`src/rtl/rsi_regs.vh`:
```
`ifndef RSI_REGS_VH
`define RSI_REGS_VH

// Register byte offsets (word aligned)
`define RSI_OFF_TOP_OF_STACK_UPPER        8'h00
`define RSI_OFF_TOP_OF_STACK_HIGH        8'h04
`define RSI_OFF_TOP_OF_STACK_LOW        8'h08
`define RSI_OFF_RETURN_STACK_POINTER      8'h0c
`define RSI_OFF_PCL         8'h10
`define RSI_OFF_INTCTL      8'h14
`define RSI_OFF_OSCCTL      8'h18
`define RSI_OFF_VDCTL       8'h1c
`define RSI_OFF_T1CTL       8'h20
`define RSI_OFF_T2PER       8'h24
`define RSI_OFF_CMPCTL      8'h28
`define RSI_OFF_TXCTL       8'h2c
`define RSI_OFF_NVUNLOCK    8'h30
`define RSI_OFF_SYSCTL      8'h34
`define RSI_OFF_IRQFLG      8'h38
`define RSI_OFF_CAUSE       8'h3c

// Implemented-bit masks
`define RSI_MASK_TOP_OF_STACK_UPPER       8'h1f
`define RSI_MASK_RETURN_STACK_POINTER     8'hdf
`define RSI_MASK_PCL        8'hfe
`define RSI_MASK_VDCTL      8'hbf
`define RSI_MASK_SYSCTL     8'h01

// Field positions
`define RSI_STK_FULL        7
`define RSI_STK_UNF         6
`define RSI_T1_CLR_BIT      6
`define RSI_OSC_QRST_BIT    3
`define RSI_OSC_QWAKE_BIT   1
`define RSI_INT_KEEP_BIT    0

// Reset values
`define RSI_RST_ZERO        8'h00
`define RSI_RST_OSCCTL      8'h40
`define RSI_RST_VDCTL       8'h05
`define RSI_RST_T2PER       8'hff
`define RSI_RST_CMPCTL      8'h07
`define RSI_RST_TXCTL       8'h02

// Program addresses
`define RSI_VEC_HIGH        21'h000008
`define RSI_VEC_LOW         21'h000018
`define RSI_PC_STEP         21'h000002
`define RSI_RESET_PC        21'h000000

// Brown-out software mode
`define RSI_BO_SOFT         2'b01

// Event classes
`define RSI_CLS_NONE        2'd0
`define RSI_CLS_POR         2'd1
`define RSI_CLS_MASTER_CLEAR_PIN        2'd2
`define RSI_CLS_WAKE        2'd3

`endif

```
`src/rtl/rsi_top.v`:
```
`timescale 1ns/100ps
`include "rsi_regs.vh"

module rsi_top #(
    parameter ADDR_W = 8,
    parameter PC_W   = 21
) (
    input  wire              clk_in,
    input  wire              rst_in,
    input  wire [ADDR_W-1:0] avs_address_in,
    input  wire              avs_read_in,
    input  wire              avs_write_in,
    input  wire [31:0]       avs_writedata_in,
    input  wire [3:0]        avs_byteenable_in,
    output reg  [31:0]       avs_readdata_out,
    output reg               avs_waitrequest_out,
    input  wire              por_event_in,
    input  wire              master_clear_pin_class_event_in,
    input  wire              wake_watchdog_in,
    input  wire              wake_irq_in,
    input  wire              wake_irq_high_in,
    input  wire [7:0]        irq_source_in,
    input  wire              global_high_irq_enable_in,
    input  wire              global_low_irq_enable_in,
    input  wire [PC_W-1:0]   pc_in,
    input  wire [1:0]        brownout_config_field_in,
    input  wire              osc_reset_cond_in,
    input  wire              osc_wake_cond_in,
    output reg               pc_load_out,
    output reg  [PC_W-1:0]   pc_value_out,
    output reg  [1:0]        init_class_out,
    output reg               soft_brownout_enable_out
);

    reg [7:0] top_of_stack_upper;
    reg [7:0] top_of_stack_high;
    reg [7:0] top_of_stack_low;
    reg [7:0] return_stack_pointer;
    reg [7:0] program_counter_low;
    reg [7:0] interrupt_control_primary;
    reg [7:0] oscillator_control;
    reg [7:0] voltage_detect_control;
    reg [7:0] timer_one_control;
    reg [7:0] timer_two_period;
    reg [7:0] comparator_control;
    reg [7:0] serial_tx_status_control;
    reg [7:0] peripheral_irq_flags;
    reg       soft_brownout_enable;
    reg [1:0] last_class;

    reg [7:0]      rd_byte;
    reg [PC_W-1:0] next_pc;

    wire           cls_por;
    wire           cls_master_clear_pin;
    wire           cls_wake;
    wire           irq_vector;
    wire           bus_wr;
    wire [7:0]     wr_byte;
    wire           soft_mode;
    wire [PC_W-1:0] pc_plus_two;

    // Severity order decides which set applies
    assign cls_por    = por_event_in;
    assign cls_master_clear_pin   = master_clear_pin_class_event_in & ~por_event_in;
    assign cls_wake   = (wake_watchdog_in | wake_irq_in) & ~por_event_in & ~master_clear_pin_class_event_in;
    assign irq_vector = cls_wake & wake_irq_in &
                        (global_high_irq_enable_in | global_low_irq_enable_in);
    assign soft_mode  = (brownout_config_field_in == `RSI_BO_SOFT);
    assign pc_plus_two = pc_in + `RSI_PC_STEP;

    // Write lands on the edge where the master sees waitrequest low
    assign bus_wr  = avs_write_in & ~avs_waitrequest_out & avs_byteenable_in[0];
    assign wr_byte = avs_writedata_in[7:0];

    always @* begin
        if (irq_vector) begin
            next_pc = wake_irq_high_in ? `RSI_VEC_HIGH : `RSI_VEC_LOW;
        end else if (cls_wake) begin
            next_pc = pc_plus_two;
        end else begin
            next_pc = `RSI_RESET_PC;
        end
    end

    // Read mux; masks keep absent bits at zero
    always @* begin
        case (avs_address_in)
            `RSI_OFF_TOP_OF_STACK_UPPER:     rd_byte = top_of_stack_upper & `RSI_MASK_TOP_OF_STACK_UPPER;
            `RSI_OFF_TOP_OF_STACK_HIGH:     rd_byte = top_of_stack_high;
            `RSI_OFF_TOP_OF_STACK_LOW:     rd_byte = top_of_stack_low;
            `RSI_OFF_RETURN_STACK_POINTER:   rd_byte = return_stack_pointer & `RSI_MASK_RETURN_STACK_POINTER;
            `RSI_OFF_PCL:      rd_byte = program_counter_low & `RSI_MASK_PCL;
            `RSI_OFF_INTCTL:   rd_byte = interrupt_control_primary;
            `RSI_OFF_OSCCTL:   rd_byte = oscillator_control;
            `RSI_OFF_VDCTL:    rd_byte = voltage_detect_control & `RSI_MASK_VDCTL;
            `RSI_OFF_T1CTL:    rd_byte = timer_one_control;
            `RSI_OFF_T2PER:    rd_byte = timer_two_period;
            `RSI_OFF_CMPCTL:   rd_byte = comparator_control;
            `RSI_OFF_TXCTL:    rd_byte = serial_tx_status_control;
            `RSI_OFF_NVUNLOCK: rd_byte = `RSI_RST_ZERO;
            // Bit reads 0 outside software mode
            `RSI_OFF_SYSCTL:   rd_byte = {7'h00, soft_brownout_enable & soft_mode};
            `RSI_OFF_IRQFLG:   rd_byte = peripheral_irq_flags;
            `RSI_OFF_CAUSE:    rd_byte = {6'h00, last_class};
            default:           rd_byte = `RSI_RST_ZERO;
        endcase
    end

    // Bus handshake: one wait cycle, then one ready cycle
    always @(posedge clk_in) begin
        if (rst_in) begin
            avs_waitrequest_out <= 1'b1;
            avs_readdata_out    <= 32'h00000000;
        end else if ((avs_read_in | avs_write_in) & avs_waitrequest_out) begin
            avs_waitrequest_out <= 1'b0;
            avs_readdata_out    <= {24'h000000, rd_byte};
        end else begin
            avs_waitrequest_out <= 1'b1;
        end
    end

    // Core-facing outputs
    always @(posedge clk_in) begin
        if (rst_in) begin
            pc_load_out              <= 1'b0;
            pc_value_out             <= `RSI_RESET_PC;
            init_class_out           <= `RSI_CLS_NONE;
            soft_brownout_enable_out <= 1'b0;
        end else begin
            pc_load_out              <= cls_por | cls_master_clear_pin | cls_wake;
            if (cls_por | cls_master_clear_pin | cls_wake) begin
                pc_value_out <= next_pc;
            end
            if (cls_por) begin
                init_class_out <= `RSI_CLS_POR;
            end else if (cls_master_clear_pin) begin
                init_class_out <= `RSI_CLS_MASTER_CLEAR_PIN;
            end else if (cls_wake) begin
                init_class_out <= `RSI_CLS_WAKE;
            end else begin
                init_class_out <= `RSI_CLS_NONE;
            end
            soft_brownout_enable_out <= soft_brownout_enable & soft_mode;
        end
    end

    // Register file: bus writes first, events override in the same cycle
    always @(posedge clk_in) begin
        if (rst_in) begin
            top_of_stack_upper        <= `RSI_RST_ZERO;
            top_of_stack_high         <= `RSI_RST_ZERO;
            top_of_stack_low          <= `RSI_RST_ZERO;
            return_stack_pointer      <= `RSI_RST_ZERO;
            program_counter_low       <= `RSI_RST_ZERO;
            interrupt_control_primary <= `RSI_RST_ZERO;
            oscillator_control        <= `RSI_RST_OSCCTL;
            voltage_detect_control    <= `RSI_RST_VDCTL;
            timer_one_control         <= `RSI_RST_ZERO;
            timer_two_period          <= `RSI_RST_T2PER;
            comparator_control        <= `RSI_RST_CMPCTL;
            serial_tx_status_control  <= `RSI_RST_TXCTL;
            peripheral_irq_flags      <= `RSI_RST_ZERO;
            soft_brownout_enable      <= 1'b0;
            last_class                <= `RSI_CLS_NONE;
        end else begin
            if (bus_wr) begin
                case (avs_address_in)
                    `RSI_OFF_TOP_OF_STACK_UPPER:   top_of_stack_upper <= wr_byte & `RSI_MASK_TOP_OF_STACK_UPPER;
                    `RSI_OFF_TOP_OF_STACK_HIGH:   top_of_stack_high <= wr_byte;
                    `RSI_OFF_TOP_OF_STACK_LOW:   top_of_stack_low <= wr_byte;
                    `RSI_OFF_RETURN_STACK_POINTER: return_stack_pointer <= wr_byte & `RSI_MASK_RETURN_STACK_POINTER;
                    `RSI_OFF_PCL:    program_counter_low <= wr_byte & `RSI_MASK_PCL;
                    `RSI_OFF_INTCTL: interrupt_control_primary <= wr_byte;
                    `RSI_OFF_OSCCTL: oscillator_control <= wr_byte;
                    `RSI_OFF_VDCTL:  voltage_detect_control <= wr_byte & `RSI_MASK_VDCTL;
                    `RSI_OFF_T1CTL:  timer_one_control <= wr_byte;
                    `RSI_OFF_T2PER:  timer_two_period <= wr_byte;
                    `RSI_OFF_CMPCTL: comparator_control <= wr_byte;
                    `RSI_OFF_TXCTL:  serial_tx_status_control <= wr_byte;
                    `RSI_OFF_SYSCTL: soft_brownout_enable <= wr_byte[0];
                    // Write one to clear; a new source bit wins below
                    `RSI_OFF_IRQFLG: peripheral_irq_flags <= peripheral_irq_flags & ~wr_byte;
                    default: ;
                endcase
            end

            if (cls_por | cls_master_clear_pin) begin
                top_of_stack_upper       <= `RSI_RST_ZERO;
                top_of_stack_high        <= `RSI_RST_ZERO;
                top_of_stack_low         <= `RSI_RST_ZERO;
                program_counter_low      <= `RSI_RST_ZERO;
                oscillator_control       <= `RSI_RST_OSCCTL |
                                            ({7'h00, osc_reset_cond_in} << `RSI_OSC_QRST_BIT);
                voltage_detect_control   <= `RSI_RST_VDCTL;
                comparator_control       <= `RSI_RST_CMPCTL;
                serial_tx_status_control <= `RSI_RST_TXCTL;
                timer_two_period         <= `RSI_RST_T2PER;
                peripheral_irq_flags     <= `RSI_RST_ZERO;
                // Bit 0 has no defined reset value: left as it was
                interrupt_control_primary <= interrupt_control_primary &
                                             (8'h01 << `RSI_INT_KEEP_BIT);
            end

            if (cls_por) begin
                last_class           <= `RSI_CLS_POR;
                return_stack_pointer <= `RSI_RST_ZERO;
                timer_one_control    <= `RSI_RST_ZERO;
                soft_brownout_enable <= soft_mode;
            end else if (cls_master_clear_pin) begin
                last_class           <= `RSI_CLS_MASTER_CLEAR_PIN;
                // Keep overflow and underflow flags, clear the pointer
                return_stack_pointer <= return_stack_pointer &
                                        ((8'h01 << `RSI_STK_FULL) | (8'h01 << `RSI_STK_UNF));
                timer_one_control    <= timer_one_control & ~(8'h01 << `RSI_T1_CLR_BIT);
                soft_brownout_enable <= soft_brownout_enable & soft_mode;
            end else if (cls_wake) begin
                last_class       <= `RSI_CLS_WAKE;
                timer_two_period <= `RSI_RST_T2PER;
                // Only bit 1 follows the wake condition
                oscillator_control[`RSI_OSC_QWAKE_BIT] <= osc_wake_cond_in;
                program_counter_low <= next_pc[7:0] & `RSI_MASK_PCL;
                soft_brownout_enable <= soft_brownout_enable & soft_mode;
                if (wake_irq_in) begin
                    // Set wins over a same-cycle clear
                    peripheral_irq_flags <= (bus_wr && avs_address_in == `RSI_OFF_IRQFLG ?
                                             peripheral_irq_flags & ~wr_byte :
                                             peripheral_irq_flags) | irq_source_in;
                end
                if (irq_vector) begin
                    top_of_stack_upper <= {3'b000, pc_in[20:16]};
                    top_of_stack_high  <= pc_in[15:8];
                    top_of_stack_low   <= pc_in[7:0];
                    if (return_stack_pointer[4:0] == 5'h1f) begin
                        // Pointer saturates; overflow flag records the lost push
                        return_stack_pointer[`RSI_STK_FULL] <= 1'b1;
                    end else begin
                        return_stack_pointer[4:0] <= return_stack_pointer[4:0] + 5'h01;
                    end
                end
            end
        end
    end

endmodule

```
`config.mk`:
```
export PLATFORM = sky130hd
export DESIGN_NAME = rsi_top
export DESIGN_NICKNAME = d
export VERILOG_FILES = /design/src/rtl/rsi_top.v
export VERILOG_INCLUDE_DIRS = /design/src /design/src/rtl
export SDC_FILE = /design/constraint.sdc
export NUM_CORES = 1
export LEC_CHECK = 0
export BUFFER_PORTS_ARGS = -buffer_cell sky130_fd_sc_hd__buf_4
export CAP_MARGIN = 5
export CORE_UTILIZATION = 40
export DETAILED_ROUTE_END_ITERATION = 7
export GPL_TIMING_DRIVEN = 0
export HOLD_SLACK_MARGIN = 0.05
export PLACE_DENSITY = 0.73
export SYNTH_ARGS = -nofsm -noshare
export SYNTH_HDL_FRONTEND = slang
export SYNTH_SLANG_ARGS = --single-unit
```
`constraint.sdc`:
```
create_clock -name clk_in -period 4.47 [get_ports clk_in]
set_clock_uncertainty 0.1 [all_clocks]
set_input_delay 0.2235 -clock clk_in [delete_from_list [all_inputs] [get_ports clk_in]]
set_output_delay 0.2235 -clock clk_in [all_outputs]
set_load 0.03 [all_outputs]
```
# Yosys cells after proc, flatten, opt, wreduce, memory -nomap -nowiden

Index checks and enable logic that the tools add are counted.

Add/subtract/negate cells: 2
Bitwise operators: 22
Mux-type cells: 71
Eq/ne operators: 16
Reductions and logical operators: 22

Operators by type and width:

| kind                    | count |
|---|---|
| $mux W8                 | 43 |
| $pmux W8 S15            | 1 |
| $eq A8 B6 Y1 const B    | 7 |
| $mux W21                | 2 |
| $eq A8 B5 Y1 const B    | 4 |
| $add A21 B2 Y21 const B | 1 |
| $mux W5                 | 4 |
| $eq A8 B4 Y1 const B    | 2 |
| $reduce_and A2 Y1       | 8 |
| $mux W1                 | 14 |
| $mux W4                 | 3 |
| $and A1 B1 Y1           | 9 |
| $reduce_and A3 Y1       | 3 |
| $and A8 B8 Y8           | 1 |
| $eq A8 B3 Y1 const B    | 1 |
| $logic_not A8 Y1        | 1 |
| $mux W2                 | 4 |
| $not A8 Y8              | 1 |
| $or A8 B8 Y8            | 1 |
| $reduce_bool A4 Y1      | 2 |
| $reduce_bool A2 Y1      | 3 |
| $add A5 B1 Y5 const B   | 1 |
| $eq A5 B5 Y1 const B    | 1 |
| $not A1 Y1              | 5 |
| 6 further kinds         | 11 |

Output and inout port bits: 58
Input bits: 88
Register bits after elaboration: 139

# Logic depth before layout (Yosys ltp)

Word-level depth: 10
Gate-level depth with buffers: 8
Depth with buffers taken out: 7

# Least setup slack after synthesis

No wires, ideal clock.

Path type: flip-flop to flip-flop
Start: register return_stack_pointer[0]
End: register return_stack_pointer[0]
Stages on the path, launching flop included: 9
Setup slack: 2345 ps
Buffers on the path: 1
Data arrival time: 1898 ps
Data required time: 4242 ps
Setup time: 128 ps
Path through: dfxtp_1 > ha_1 > and3_1 > ha_1 > or3_1 > buf_2 > and2_1 > a221oi_1 > nor2_1

Word-level cells in the longest chain between the ends: 5
Elaborated cells between the ends (all ways): 7

Ends and longest elaborated chain:

| element                                                               | line          | RTL |
|---|---|---|
| start: declaration                                                    | rsi_top.v:38  | `reg [7:0] return_stack_pointer;` |
| start signal: assignment                                              | rsi_top.v:154 | `` return_stack_pointer <= `RSI_RST_ZERO; `` |
| start signal: assignment                                              | rsi_top.v:172 | `` `RSI_OFF_RETURN_STACK_POINTER: return_stack_pointer <= wr_byte & `RSI_MASK_RETURN_STACK_POINTER; `` |
| start signal: assignment                                              | rsi_top.v:207 | `` return_stack_pointer <= `RSI_RST_ZERO; `` |
| parallel branches: the longest is 4 deep, another holds $add A5 B1 Y5 | -             |  |
| $mux W5 (*)                                                           | rsi_top.v:217 | `end else if (cls_wake) begin` |

Every way passes the cells marked *.
A chain may end at the register's enable or synchronous reset.

# Worst setup path after layout

Start: input port master_clear_pin_class_event_in
End: register top_of_stack_high[2]

Word-level cells in the longest chain between the ends: 8
Elaborated cells between the ends (all ways): 11

Ends and longest elaborated chain:

| element                     | line          | RTL |
|---|---|---|
| start: declaration          | rsi_top.v:18  | `input wire master_clear_pin_class_event_in,` |
| $not A1 Y1                  | rsi_top.v:66  | `assign cls_wake = (wake_watchdog_in \| wake_irq_in) & ~por_event_in & ~master_clear_pin_class_event_in;` |
| $and A1 B1 Y1               | rsi_top.v:66  |  |
| $and A1 B1 Y1 (2 in series) | rsi_top.v:67  | `assign irq_vector = cls_wake & wake_irq_in &` |
| $mux W8                     | rsi_top.v:230 | `if (irq_vector) begin` |
| $mux W8                     | rsi_top.v:217 |  |
| $mux W8                     | rsi_top.v:210 | `end else if (cls_master_clear_pin) begin` |
| $mux W8 (*)                 | rsi_top.v:205 | `if (cls_por) begin` |
| end signal: assignment      | rsi_top.v:170 | `` `RSI_OFF_TOP_OF_STACK_HIGH: top_of_stack_high <= wr_byte; `` |
| end signal: assignment      | rsi_top.v:190 | `` top_of_stack_high <= `RSI_RST_ZERO; `` |
| end signal: assignment      | rsi_top.v:232 | `top_of_stack_high <= pc_in[15:8];` |
| end: declaration            | rsi_top.v:36  | `reg [7:0] top_of_stack_high;` |

Mark *: on every way between the ends. The rest lies on a longest branch, timed or not.

==> reports/summary.txt <==
status = finished clean
Fin. Hold Viols = 0
WP data required = 4740 ps
sequential power share = 42.4%
Top Usage Layer GRT = met2
top cell type's share of synthesized area = 40.16%
CTS root buf = clkbuf_16
Worst VDD drop = 257.0 uV
First-pass DRT Iterations = 5
GRT met2 Usage = 40.65%
core footprint = 16,520 sq um
fin crit period = 2901 ps
post-CTS setup repair buffer count = 0
H-tree depth = 4
flop2flop setup slack = 1690 ps
top cells by count, synth = dfxtp_1, nand2_1, mux2i_1, nor2_1, nand3_1
Slew HR = 37.80%
layout cell share with drive strength beyond 1 = 19.02%
Post-Place Cells = 1,120
Clock Tree Buf Depth = 2
Mapped Cells = 787
clk_lat worst skew = 440 ps
count leader, synth = dfxtp_1
Worst setup SP type = input pin
M1 GR Usage = 35.80%
RSZ-0062 raised after global routing = no
setup tns final = 0 ps
Die H = 131.7 um
antenna violations before repair = 0
Max Slew Vio Count = 0
Num CTS Buffers = 17
Reg clk slew, reported paths = 60 ps
post-synthesis register bit count = 135
full die area = 17,340 sq um
number of synthesized flops with an enable pin = 0
vias in the first global route = 6,240
Worst Setup EP = top_of_stack_high[2]
Layout area overhead = 30.53%
largest net degree at the start of global routing = 17
GR Overflow Total = 0
max-cap violation count = 0
Ports = 146
routed vias/inst = 5.646
CP endpoint kind = flip-flop
Finished Layout Cells = 1,198
worst r2r path cells = 6
f_max = 344.7 MHz
FILL cells = 1,538
switch share = 26.88%
Seq/Total Area, Yosys = 40.16%
first-pass GRT wire length = 35,380 um
combinational share of power = 11.4%
power density cells = 328.5 nW/um^2
I/O Buffers = 90
Core Rows = 47
Post-synth ARST share = 0%
Avg Inst Size Synth = 8.550 sq um
synth unique cells = 64
Top FF cell, synth = dfxtp_1
Setup CP Type = input pin to flip-flop
DIE WIDTH = 131.7 um
met3 Resource Use GR = 6.327%
clock power share = 46.2%
largest area contributor in the netlist = dfxtp_1
Syn Std Cell Area = 6729 sq um
WP data arrival = 3180 ps
DRT iter0 DRCs = 813
Synthesis Warnings = 0
Tcrit/Tclk final = 64.90%
Slew @ Worst Pin = 925.4 ps
GP Congestion = 0.9827
Leakage = 3.647 nW
Synth area leaders = dfxtp_1, mux2i_1, nand2_1, nand3_1, o21ai_0
Final setup viols = 0
post-DP HPWL = 16,190 um
remaining routing DRC violations = 0
GR Util All Layers = 26.71%
Initial Util = 40.72%
overall routed net length = 23,110 um
RR Startpoint = avs_waitrequest_out
ant diodes = 0
CTS tree = done
WL per Instance = 19.29 um
vias post-DR = 6,764
FF-to-FF End = peripheral_irq_flags[7]
worst hold path class = input pin to flip-flop
Setup crit start = master_clear_pin_class_event_in
DRT antenna net count = 0
clock sink total = 135
Nets = 1,056
crit-path max FO = 10
switching pwr = 0.7756 mW
Cell Int Power = 2.109 mW
[through the flow]
step	cell area [sq um]	utilization, %	setup WS (ps)	hold WS [ps]	total power [mW]
4_1_cts	8783	53.15	1639	57.12	2.872
2_1_floorplan	6815	-	2345	232.1	1.417
5_1_grt	8783	53.15	1374	79.27	2.952
3_5_place_dp	7766	47.00	2047	341.4	1.538
3_3_place_gp	7766	47.00	2040	331.3	1.537
6_report	8783	53.15	1569	57.37	2.885
[per-layer routing]
metal / share of wire (%) / up-vias
li1: - / 3117
met1: 41 / 3207
met2: 45 / 372
met3: 11 / 68
met4: 3.3 / 0
met5: 0 / -
[cell families after synthesis]
| group | Yosys count | share of synthesized area (%) |
|---|---|---|
| flops | 135 | 40.16 |
| xor+xnor | 18 | 2.343 |
| mux | 81 | 13.42 |
| buf+inv | 82 | 6.322 |
| compound gates | 154 | 14.43 |
| fa+ha+maj | 3 | 0.5579 |
| other cells | 1 | 0.05573 |
| simple gates | 313 | 22.70 |
[worst max-delay path, cell delays in order]
cell and delay [ps]:
dlygate4sd3_1 540, buf_4 160, or3_1 400, clkbuf_1 290
nor3_1 390, clkbuf_1 370, nand2_1 120, o21ai_0 100
dlygate4sd3_1 580
[cell type report]
type | instances | area [sq um] | share of cell area (%)
tap | 220 | 275.3 | 3.134
buffer | 78 | 410.4 | 4.672
timing repair buffer | 136 | 1136 | 12.93
clock buffer | 17 | 425.4 | 4.843
inverter | 4 | 15.01 | 0.1709
sequential | 135 | 2703 | 30.77
multi-input combinational | 593 | 3687 | 41.98
clock inverter | 15 | 131.4 | 1.496
[layout by cell type, fill, tap and decap left out, types with 10 or more instances in the layout]
master / instances
dfxtp_1: 135
clkbuf_16: 17
buf_2: 10
conb_1: 24
xnor2_1: 13
dlygate4sd3_1: 46
nor2_1: 63
buf_4: 114
clkbuf_1: 41
a21oi_1: 36
nand2_1: 113
o21ai_0: 48
nor3_1: 17
nand3_1: 52
a22oi_1: 16
mux2i_1: 70
[power groups by stage]
| stage | combinational (mW) | sequential [mW] | clock (mW) |
|---|---|---|---|
| after floorplan | 0.161 | 1.26 | 0 |
| after global placement | 0.289 | 1.25 | 0 |
| after detailed placement | 0.289 | 1.25 | 0 |
| after CTS | 0.321 | 1.22 | 1.33 |
| after global routing | 0.347 | 1.22 | 1.38 |
| final | 0.330 | 1.22 | 1.33 |
[sequential cells by signal, summed over array words and instances (netlist names), 8 cells and up]
| register | count |
|---|---|
| avs_readdata_out | 8 |
| comparator_control | 8 |
| interrupt_control_primary | 8 |
| oscillator_control | 8 |
| pc_value_out | 21 |
| peripheral_irq_flags | 8 |
| serial_tx_status_control | 8 |
| timer_one_control | 8 |
| timer_two_period | 8 |
| top_of_stack_high | 8 |
| top_of_stack_low | 8 |
[worst min-delay path by stage]
stage,end,slack [ps],from,cells past startpoint
2_1_floorplan,top_of_stack_high[0],230,pc_in[8],2
3_3_place_gp,pc_value_out[3],330,pc_value_out[3],2
3_5_place_dp,last_class[1],340,last_class[1],2
4_1_cts,oscillator_control[3],60,osc_reset_cond_in,3
5_1_grt,oscillator_control[3],80,osc_reset_cond_in,3
6_report,oscillator_control[3],60,osc_reset_cond_in,3
[what timing repair did]
action,4_1_cts,5_1_grt
resized for setup,0,0
endpoints found under the hold margin,53,0
hold buffers,46,0
No activity file was read; power rests on OpenSTA's default activity.
